### config.mk
export PLATFORM = sky130hd
export DESIGN_NAME = oneshot_and_pulse_width_timer
export DESIGN_NICKNAME = d
export VERILOG_FILES = /design/src/hw/timer_pkg.sv /design/src/hw/oneshot_and_pulse_width_timer.sv
export VERILOG_INCLUDE_DIRS = /design/src /design/src/hw
export SDC_FILE = /design/constraint.sdc
export NUM_CORES = 1
export LEC_CHECK = 0
export BUFFER_PORTS_ARGS = -buffer_cell sky130_fd_sc_hd__clkbuf_2
export CORE_UTILIZATION = 35
export DETAILED_ROUTE_END_ITERATION = 10
export PLACE_DENSITY_LB_ADDON = 0.05
export SETUP_SLACK_MARGIN = 0.15
export SLEW_MARGIN = 0
export SYNTH_ARGS = -nofsm -noshare
export SYNTH_HDL_FRONTEND = slang
export SYNTH_SLANG_ARGS = --single-unit
export TNS_END_PERCENT = 1
### constraint.sdc
create_clock -name clk -period 3.7 [get_ports clk]
set_input_delay 0.555 -clock clk [delete_from_list [all_inputs] [get_ports clk]]
set_output_delay 0.555 -clock clk [all_outputs]
set_load 0.005 [all_outputs]
### src/hw/timer_map.svh
// register offsets, field positions, reset values of the timer channel
`ifndef TIMER_MAP_SVH
`define TIMER_MAP_SVH
`define ADDR_MODE_CTL      4'h0
`define ADDR_CAPCMP_CTL    4'h1
`define ADDR_OUT_CTL       4'h2
`define ADDR_PRESCALE_SEL  4'h3
`define ADDR_COUNT_REG     4'h4
`define ADDR_CMP_CAP_A     4'h5
`define ADDR_CMP_CAP_B     4'h6
`define ADDR_IRQ_STATUS    4'h7
`define ADDR_IRQ_MASK      4'h8
`define MODE_OVF_BIT       0
`define MODE_INV_EDGE_BIT  1
`define CC_A_CAPTURE_BIT   0
`define CC_A_SRC_BIT       1
`define CC_B_CAPTURE_BIT   2
`define OC_DRIVE_BIT       0
`define OC_INV_A_BIT       1
`define OC_LVL_CLR_BIT     2
`define OC_LVL_SET_BIT     3
`define OC_INV_B_BIT       4
`define OC_OS_ENABLE_BIT   5
`define OC_OS_FIRE_BIT     6
`define COUNT_MAX          16'hFFFF
`define COUNT_ZERO         16'h0000
`define RESET_BYTE         8'h00
`define RESET_WORD         16'h0000
`endif

### src/hw/timer_pkg.sv
// types of the timer channel
package timer_pkg;
   typedef enum logic [1:0] {
      MODE_STOP    = 2'h0,
      MODE_FREE    = 2'h1,
      MODE_RESTART = 2'h2,
      MODE_MATCHCL = 2'h3
   } op_mode_t;
   typedef enum logic [1:0] {
      EDGE_FALL = 2'h0,
      EDGE_RISE = 2'h1,
      EDGE_NONE = 2'h2,
      EDGE_BOTH = 2'h3
   } edge_sel_t;
endpackage : timer_pkg

### src/hw/oneshot_and_pulse_width_timer.sv
// 16-bit one-shot pulse and pulse-width capture timer channel
//
// Implementation choices: the plain strobed port and the register addresses.
`timescale 1ns/1ps
`include "timer_map.svh"

// Notes on behaviour
// RL1: match A raises irq A, inverts output
// RL2: match B raises irq B, inverts output
// RL3: software keeps compare A and B different
// RL4: output active after M+1, for N-M clocks
// RL5: fire bit or A edge restarts, one pulse
// RL6: free-run and restart measurement both supported
// RL7: free-run: B edge to A, A edge to B
// RL8: software selects both edges for two inputs
// RL9: software saves earlier captures for subtraction
// RL10: single input: reverse edge A, valid B
// RL11: restart mode: valid edge captures, clears counter
// RL12: software adds 10000H after overflow, clears flag
// RL13: overflow flag sticky until written zero
// RL14: software reads loaded capture on interrupt
// RL15: capture A source is input A or B
// RL16: capture B triggers only from input A
// RL17: counter read never disturbs counting
// RL18: wrap FFFF to 0000 sets overflow
// RL19: inputs synchronised; load and irq together
module oneshot_and_pulse_width_timer (
   input  wire logic        clk,
   input  wire logic        rst,
   input  wire logic [3:0]  addr,
   input  wire logic [15:0] wrData,
   input  wire logic        wrStrobe,
   input  wire logic        rdStrobe,
   output logic      [15:0] rdData,
   input  wire logic        trigInA,
   input  wire logic        trigInB,
   output logic             timerOut,
   output logic             timerOutEn,
   output logic             matchIrqA,
   output logic             matchIrqB,
   output logic             irq
);
   logic [7:0]  modeCtl;
   logic [7:0]  capcmpCtl;
   logic [7:0]  outCtl;
   logic [7:0]  prescaleSel;
   logic [15:0] count;
   logic [15:0] cmpCapA;
   logic [15:0] cmpCapB;
   logic [1:0]  irqStat;
   logic [1:0]  irqMask;
   logic [5:0]  pre;
   logic        oneshotBusy;
   logic [2:0]  syncA;
   logic [2:0]  syncB;
   logic [1:0]  level;
   logic [1:0]  rise;
   logic [1:0]  fall;
   logic        tick;
   logic        fire;
   logic        running;
   logic        validA;
   logic        reverseA;
   logic        validB;
   logic        restart;
   logic        wrap;
   logic        hitA;
   logic        hitB;
   logic        capAEvt;
   logic        capBEvt;
   logic        irqAEvt;
   logic        irqBEvt;
   logic        invA;
   logic        invB;
   logic [15:0] next_count;
   logic [1:0]  next_irqStat;
   timer_pkg::op_mode_t  opMode;
   timer_pkg::edge_sel_t edgeA;
   timer_pkg::edge_sel_t edgeB;

   assign opMode  = timer_pkg::op_mode_t'(modeCtl[3:2]);
   assign edgeA   = timer_pkg::edge_sel_t'(prescaleSel[5:4]);
   assign edgeB   = timer_pkg::edge_sel_t'(prescaleSel[7:6]);
   assign running = opMode != timer_pkg::MODE_STOP;

   // three-stage synchronisers; stage one feeds only stage two
   always_ff @(posedge clk) begin
      if (rst) begin
         syncA <= 3'h0;
         syncB <= 3'h0;
      end else begin
         syncA <= {syncA[1:0], trigInA};
         syncB <= {syncB[1:0], trigInB};
      end
   end

   // a change counts once stages two and three agree
   genvar gi;
   generate
      for (gi = 0; gi < 2; gi++) begin : g_edge
         logic s2;
         logic s3;
         assign s2       = (gi == 0) ? syncA[1] : syncB[1];
         assign s3       = (gi == 0) ? syncA[2] : syncB[2];
         assign rise[gi] = (s2 == s3) && s3 && !level[gi]; // RL19
         assign fall[gi] = (s2 == s3) && !s3 && level[gi]; // RL19
         always_ff @(posedge clk) begin
            if (rst) begin
               level[gi] <= 1'b0;
            end else if (s2 == s3) begin
               level[gi] <= s3;
            end
         end
      end
   endgenerate

   function automatic logic edge_hit(timer_pkg::edge_sel_t sel, logic r, logic f);
      unique case (sel)
         timer_pkg::EDGE_FALL: edge_hit = f;
         timer_pkg::EDGE_RISE: edge_hit = r;
         timer_pkg::EDGE_BOTH: edge_hit = r | f;
         timer_pkg::EDGE_NONE: edge_hit = 1'b0;
      endcase
   endfunction : edge_hit

   assign validA   = running && edge_hit(edgeA, rise[0], fall[0]);
   assign validB   = running && edge_hit(edgeB, rise[1], fall[1]);
   // both-edge selection leaves no reverse phase
   assign reverseA = running && (edgeA == timer_pkg::EDGE_FALL ? rise[0] :
                                 edgeA == timer_pkg::EDGE_RISE ? fall[0] : 1'b0);

   // count clock prescaler: clk/1, /4, /16, /64
   always_ff @(posedge clk) begin
      if (rst) begin
         pre <= 6'h00;
      end else begin
         pre <= pre + 6'h01;
      end
   end

   always_comb begin
      unique case (prescaleSel[1:0])
         2'h0: tick = 1'b1;
         2'h1: tick = &pre[1:0];
         2'h2: tick = &pre[3:0];
         2'h3: tick = &pre;
      endcase
   end

   assign fire    = wrStrobe && addr == `ADDR_OUT_CTL && wrData[`OC_OS_FIRE_BIT];
   // one-shot trigger from the fire bit or a valid input A edge
   assign restart = running && outCtl[`OC_OS_ENABLE_BIT] && (fire || validA)  // RL5
                 || opMode == timer_pkg::MODE_RESTART && validA;              // RL11
   assign wrap    = running && tick && count == `COUNT_MAX && !restart;

   always_comb begin
      next_count = count;
      if (!running) begin
         next_count = `COUNT_ZERO;
      end else if (restart) begin
         next_count = `COUNT_ZERO; // RL5
      end else if (opMode == timer_pkg::MODE_MATCHCL && tick && count == cmpCapA) begin
         next_count = `COUNT_ZERO;
      end else if (tick) begin
         next_count = count + 16'h0001;
      end
   end

   // counter is a plain register, reads only sample it
   always_ff @(posedge clk) begin
      if (rst) begin
         count <= `COUNT_ZERO;
      end else begin
         count <= next_count; // RL17
      end
   end

   // matches are taken when the counter moves onto the compare value
   assign hitA = running && !capcmpCtl[`CC_A_CAPTURE_BIT] && next_count != count
              && next_count == cmpCapA;
   assign hitB = running && !capcmpCtl[`CC_B_CAPTURE_BIT] && next_count != count
              && next_count == cmpCapB;

   assign capAEvt = capcmpCtl[`CC_A_CAPTURE_BIT]
                 && (capcmpCtl[`CC_A_SRC_BIT] ? reverseA : validB); // RL15 RL7 RL10 RL11
   assign capBEvt = capcmpCtl[`CC_B_CAPTURE_BIT] && validA;        // RL16 RL7 RL10 RL11
   // reverse-phase captures raise no interrupt
   assign irqAEvt = hitA || capAEvt && !capcmpCtl[`CC_A_SRC_BIT];   // RL1 RL19
   assign irqBEvt = hitB || capBEvt;                                // RL2 RL19

   // capture wins over a software write in the same cycle
   always_ff @(posedge clk) begin
      if (rst) begin
         cmpCapA <= `RESET_WORD;
      end else if (capAEvt) begin
         cmpCapA <= count;
      end else if (wrStrobe && addr == `ADDR_CMP_CAP_A) begin
         cmpCapA <= wrData;
      end
   end

   always_ff @(posedge clk) begin
      if (rst) begin
         cmpCapB <= `RESET_WORD;
      end else if (capBEvt) begin
         cmpCapB <= count;
      end else if (wrStrobe && addr == `ADDR_CMP_CAP_B) begin
         cmpCapB <= wrData;
      end
   end

   always_ff @(posedge clk) begin
      if (rst) begin
         matchIrqA <= 1'b0;
         matchIrqB <= 1'b0;
      end else begin
         matchIrqA <= irqAEvt; // RL1
         matchIrqB <= irqBEvt; // RL2
      end
   end

   // overflow flag: hardware set beats a software clear
   always_ff @(posedge clk) begin
      if (rst) begin
         modeCtl <= `RESET_BYTE;
      end else begin
         if (wrStrobe && addr == `ADDR_MODE_CTL) begin
            modeCtl[7:1] <= wrData[7:1];
            if (!wrData[`MODE_OVF_BIT]) begin
               modeCtl[`MODE_OVF_BIT] <= 1'b0; // RL13
            end
         end
         if (wrap) begin
            modeCtl[`MODE_OVF_BIT] <= 1'b1; // RL18
         end
      end
   end

   always_ff @(posedge clk) begin
      if (rst) begin
         capcmpCtl   <= `RESET_BYTE;
         prescaleSel <= `RESET_BYTE;
         irqMask     <= 2'h0;
      end else if (wrStrobe) begin
         if (addr == `ADDR_CAPCMP_CTL) begin
            capcmpCtl <= wrData[7:0];
         end
         if (addr == `ADDR_PRESCALE_SEL) begin
            prescaleSel <= wrData[7:0];
         end
         if (addr == `ADDR_IRQ_MASK) begin
            irqMask <= wrData[1:0];
         end
      end
   end

   // fire and level bits are strobes, never stored
   always_ff @(posedge clk) begin
      if (rst) begin
         outCtl <= `RESET_BYTE;
      end else if (wrStrobe && addr == `ADDR_OUT_CTL) begin
         outCtl <= wrData[7:0] & 8'h33;
      end
   end

   // one pulse per trigger: a retrigger while busy clears the counter to zero and keeps busy set
   always_ff @(posedge clk) begin
      if (rst || !running || !outCtl[`OC_OS_ENABLE_BIT]) begin
         oneshotBusy <= 1'b0;
      end else if (hitB) begin
         oneshotBusy <= 1'b0;
      end else if (restart) begin
         oneshotBusy <= 1'b1; // RL5
      end
   end

   assign invA = hitA && outCtl[`OC_INV_A_BIT]
              && (!outCtl[`OC_OS_ENABLE_BIT] || oneshotBusy)
              || validA && modeCtl[`MODE_INV_EDGE_BIT]
              && capcmpCtl[`CC_A_CAPTURE_BIT] && capcmpCtl[`CC_B_CAPTURE_BIT];
   assign invB = hitB && outCtl[`OC_INV_B_BIT]
              && (!outCtl[`OC_OS_ENABLE_BIT] || oneshotBusy);

   always_ff @(posedge clk) begin
      if (rst) begin
         timerOut <= 1'b0;
      end else if (!running && wrStrobe && addr == `ADDR_OUT_CTL
                   && wrData[`OC_LVL_SET_BIT] != wrData[`OC_LVL_CLR_BIT]) begin
         timerOut <= wrData[`OC_LVL_SET_BIT];
      end else if (invA ^ invB) begin
         timerOut <= !timerOut; // RL1 RL2 RL4
      end
   end

   always_ff @(posedge clk) begin
      if (rst) begin
         timerOutEn <= 1'b0;
      end else begin
         timerOutEn <= outCtl[`OC_DRIVE_BIT];
      end
   end

   always_comb begin
      next_irqStat = irqStat;
      if (wrStrobe && addr == `ADDR_IRQ_STATUS) begin
         next_irqStat = irqStat & ~wrData[1:0];
      end
      next_irqStat = next_irqStat | {irqBEvt, irqAEvt};
   end

   always_ff @(posedge clk) begin
      if (rst) begin
         irqStat <= 2'h0;
         irq     <= 1'b0;
      end else begin
         irqStat <= next_irqStat;
         irq     <= |(irqStat & irqMask);
      end
   end

   always_ff @(posedge clk) begin
      if (rst || !rdStrobe) begin
         rdData <= `RESET_WORD;
      end else begin
         unique case (addr)
            `ADDR_MODE_CTL:     rdData <= {8'h00, modeCtl};
            `ADDR_CAPCMP_CTL:   rdData <= {8'h00, capcmpCtl};
            `ADDR_OUT_CTL:      rdData <= {8'h00, outCtl};
            `ADDR_PRESCALE_SEL: rdData <= {8'h00, prescaleSel};
            `ADDR_COUNT_REG:    rdData <= count; // RL17
            `ADDR_CMP_CAP_A:    rdData <= cmpCapA;
            `ADDR_CMP_CAP_B:    rdData <= cmpCapB;
            `ADDR_IRQ_STATUS:   rdData <= {14'h0000, irqStat};
            `ADDR_IRQ_MASK:     rdData <= {14'h0000, irqMask};
            default:            rdData <= `RESET_WORD;
         endcase
      end
   end

   ovf_set_a: assert property (@(posedge clk) disable iff (rst)
      wrap |=> modeCtl[`MODE_OVF_BIT]) // RL18
      else $error("overflow flag missed a wrap");
   ovf_sticky_a: assert property (@(posedge clk) disable iff (rst)
      modeCtl[`MODE_OVF_BIT] && !(wrStrobe && addr == `ADDR_MODE_CTL)
      |=> modeCtl[`MODE_OVF_BIT]) // RL13
      else $error("overflow flag dropped without a write");
   restart_clear_a: assert property (@(posedge clk) disable iff (rst)
      opMode == timer_pkg::MODE_RESTART && validA |=> count == `COUNT_ZERO) // RL11
      else $error("restart edge did not clear the counter");
   cap_b_load_a: assert property (@(posedge clk) disable iff (rst)
      capBEvt |=> cmpCapB == $past(count) && matchIrqB) // RL16
      else $error("capture B load or interrupt wrong");
   cap_a_from_b_a: assert property (@(posedge clk) disable iff (rst)
      validB && capcmpCtl[`CC_A_CAPTURE_BIT] && !capcmpCtl[`CC_A_SRC_BIT]
      |=> cmpCapA == $past(count) && matchIrqA) // RL7
      else $error("input B edge did not load capture A");
   cap_a_reverse_a: assert property (@(posedge clk) disable iff (rst)
      reverseA && capcmpCtl[`CC_A_CAPTURE_BIT] && capcmpCtl[`CC_A_SRC_BIT]
      |=> cmpCapA == $past(count, 1)) // RL10
      else $error("reverse edge did not load capture A");
   match_toggle_a: assert property (@(posedge clk) disable iff (rst)
      hitA && oneshotBusy && outCtl[`OC_INV_A_BIT] && !invB && !validA
      |=> matchIrqA && timerOut != $past(timerOut)) // RL1
      else $error("match A did not invert the output");
   match_b_end_a: assert property (@(posedge clk) disable iff (rst)
      hitB && oneshotBusy |=> !oneshotBusy) // RL5
      else $error("one-shot did not end on match B");
   stopped_zero_a: assert property (@(posedge clk) disable iff (rst)
      !running |=> count == `COUNT_ZERO) // RL6
      else $error("stopped counter not held at zero");
   count_step_a: assert property (@(posedge clk) disable iff (rst)
      opMode == timer_pkg::MODE_FREE && $past(opMode) == timer_pkg::MODE_FREE
      && !restart && tick && count != `COUNT_MAX
      |=> count == $past(count) + 16'h0001) // RL17
      else $error("counter did not advance");
   read_slot_a: assert property (@(posedge clk) disable iff (rst)
      !$past(rdStrobe) |-> rdData == `RESET_WORD)
      else $error("read data outside its slot");
endmodule : oneshot_and_pulse_width_timer

==> reports/metrics.csv <==
stage,metric,value,unit
timing,setup_viol,0,
floorplan,dieArea,0.0200,sq mm
place,gp_congestion,0.957,
timing,fmax,288,MHz
timing,slew_violations,0,
worst_setup_path,r2r-start,cmpCapA[10],
detailed_routing,wl,27700,microns
floorplan,rows,50,
synth,synth.avg_cell_area,8.13,sq um
place,io_buffers,46,
cells_and_area,num_antenna_cells,0,
synth,synthTopCellsByArea,"dfxtp_1, mux2i_1, nor2_1",
synth,synth_edf_count,0,
worst_setup_path,reg2reg_depth,11,
cells_and_area,area_delta_synth_final,28.7,%
grt,grt_usage,28.0,%
clock_network,cts-root-buf,clkbuf_16,
worst_setup_path,worstPathArrival,3.84,ns
timing,fin_skew,0.0116,ns
synth,yosys.area.top_type_share,34.1,%
detailed_routing,wire_per_inst,22.7,microns
min_path,hold_depth,2,
flow_run,drv_cap,0,
synth,synth_ff_type,dfxtp_1,
cells_and_area,n_fill_cell,1927,
synth,synth_top_area_cell,dfxtp_1,
place,dpl_cell_area,0.00785,sq mm
synth,synthesis.instances,837,
synth,synth_area,0.00680,sq mm
synth,synth_seq_cells,116,
synth,synth_cell_types,73,
grt,grt_antenna_before_repair,0,
clock_network,clockBufferDepth,2,
detailed_routing,ant_nets,0,
worst_setup_path,critPathLaunchType,flop,
floorplan,num_io_pins,47,
worst_setup_path,cp.required,4.06,ns
clock_network,cts_hold_buf,0,
cells_and_area,stdcell_area,0.00875,sq mm
detailed_routing,vias,6932,
clock_network,cts_tree,built,
synth,async_flop_share,0,%
clock_network,cts.sinks,116,
floorplan,start_util,36.0,%
floorplan,fp.dieW,141,microns
min_path,min_path_type,input pin to flop,
worst_setup_path,path_class,flop to flop,
cells_and_area,drive_gt1_share,26.2,%
min_path,min_from,trigInB,
timing,post-route-min-period,3.47,ns
pwr,power.density,359,mW/mm^2
detailed_routing,drt-initial-drc-count,562,
cells_and_area,final_util,46.3,%
synth,synth_nets,869,
outcome,status,finished clean,
pwr,p_total,3150,uW
cells_and_area,regArea,0.00233,sq mm
detailed_routing,via_per_inst,5.67,
cells_and_area,multi_input_area,0.00437,sq mm
grt,grt_pass1_vias,6444,
detailed_routing,drt-pass1-iter-count,5,
timing,max-slew-margin-rel,31.5,%
place,dp_hpwl,20800,microns
grt,grt_max_degree,66,
floorplan,core,0.0189,sq mm
worst_setup_path,critPathMaxFanout,2,
synth,ys_seq_area_share,34.1,%
grt,grt_pass1_wl,40900,microns
synth,yosys_warnings,0,
timing,period_share,93.9,%
clock_network,cts.clk_slew.worst_paths,0.06,ns
floorplan,die_h,141,microns
clock_network,cts_made_buffers,17,
cells_and_area,nets,982,
clock_network,htree_levels,4,
timing,tightest_slew,1.02,ns
timing,finalHoldViolations,0,
timing,fin_setup_tns,0,ns
grt,grt_overflow_total,0,
pwr,ir_drop,0.000282,V
timing,rsz0062_at_grt,true,
worst_setup_path,crit_start,cmpCapA[10],
worst_setup_path,cp-end-kind,flop,
detailed_routing,drc,0,
clock_network,insertion_delay,0.42,ns
pwr,power_leakage,0.00326,uW
-- registers in the layout (all words and copies together), names as in the netlist --
name / cells
cmpCapA: 16
cmpCapB: 16
count: 16
rdData: 16
capcmpCtl: 8
modeCtl: 8
prescaleSel: 8
pre: 6
outCtl: 4
syncA: 3
syncB: 3
irqMask: 2
irqStat: 2
level: 2
irq: 1
matchIrqA: 1
matchIrqB: 1
oneshotBusy: 1
timerOut: 1
timerOutEn: 1
-- layer usage --
metal	GRT usage, %	part of all wire (%)
met5	0	0
met4	7.70	1.5
met3	3.81	6.9
met1	41.1	48
met2	42.7	44
-- worst max-delay path, cell delays in order (launching register included) --
cell and delay [ns]:
dfxtp_1 0.33, xnor2_2 0.26, nand4_1 0.13, or4_4 0.57, o211ai_4 0.23, a21oi_1 0.08, o32a_1 0.39, or4_4 0.55
nor4_4 0.19, xnor2_2 0.09, or4_1 0.50, nand4_1 0.09
-- cell usage after synthesis (7+ instances only) --
cell      count
clkbuf_1     42
nor3_1       15
o21ai_0      21
nand2b_1      7
and3_1       11
nand4_1      17
nor2b_1      19
nand2_1      57
a211oi_1     30
dfxtp_1     116
buf_1         7
inv_1        13
or3_1         7
xnor2_1      31
xor2_1        8
a21oi_1      55
buf_2         9
mux2i_1      59
nand3_1      44
nor2_1      128
o211ai_1      8
-- cell families (layout without fill, tap and decap cells) --
group	after synthesis	count (layout)	synth area share [%]
adder cells (fa/ha/maj)	6	6	1.10
AND/OR/NAND/NOR	351	351	25.9
flip-flops	116	116	34.1
buffers and inverters	78	204	4.95
XOR/XNOR	41	41	5.72
AO/OA/AOI/OAI	179	179	17.9
multiplexers	66	66	10.3
-- placed cells by master, fill, tap and decap left out, types with 4 or more instances in the layout --
master,instances
o221ai_1,5
nand3_1,43
a211oi_1,29
nand4_1,17
nand2b_1,7
nor2b_1,18
mux2i_1,59
nand2_1,57
o21ai_0,19
o31ai_1,4
inv_6,4
a21oi_1,54
clkbuf_2,45
xnor2_2,7
and2_1,5
xor2_1,8
mux2_2,4
nor2_1,125
nand3b_1,6
inv_1,13
xnor2_1,24
or2_2,4
nor4_1,6
o211ai_1,8
ha_1,4
nor3_1,14
a22oi_1,6
clkbuf_16,17
and3_1,11
o211a_1,4
dfxtp_2,7
buf_4,110
or3_1,7
dfxtp_1,109
-- stage by stage --
step           setup WS (ns)  std cells  hold slack, ns
6_report               0.226       1223           0.343
5_1_grt                0.110       1223           0.342
4_1_cts                0.152       1210           0.330
3_5_place_dp          -0.141       1178           0.434
3_3_place_gp          -0.114       1178           0.418
2_1_floorplan          0.234        837           0.414
-- area by class of cell --
cell class              count  share of cell area, %
repair buffers            159                   12.6
multi-input cells         643                   49.9
well taps                 260                   3.72
flip-flops and latches    116                   26.6
clock inverters            14                   1.63
clock buffers              18                   5.02
inverters                  13                  0.558
-- report_power, final --
| part | leakage [uW] | switching, uW | internal, uW |
|---|---|---|---|
| clock | 0.000287 | 683 | 963 |
| sequential | 0.000940 | 16.9 | 1260 |
| combinational | 0.00204 | 136 | 81.2 |
-- timing repair --
item,CTS,global route
cloned,0,0
resized for setup,16,31
buffers inserted,0,13
setup endpoints to repair,4,4
endpoints found under the hold margin,0,0
pin swaps,2,14
-- path summary, 6_finish.rpt --
| path | to | slack (ns) |
|---|---|---|
| worst max-delay path | timerOut | 0.23 |
| worst min-delay path | syncB[0] | 0.34 |
| worst max register to register | timerOut | 0.23 |
| worst min register to register | syncA[1] | 0.45 |
No activity file was read; power rests on OpenSTA's default activity.
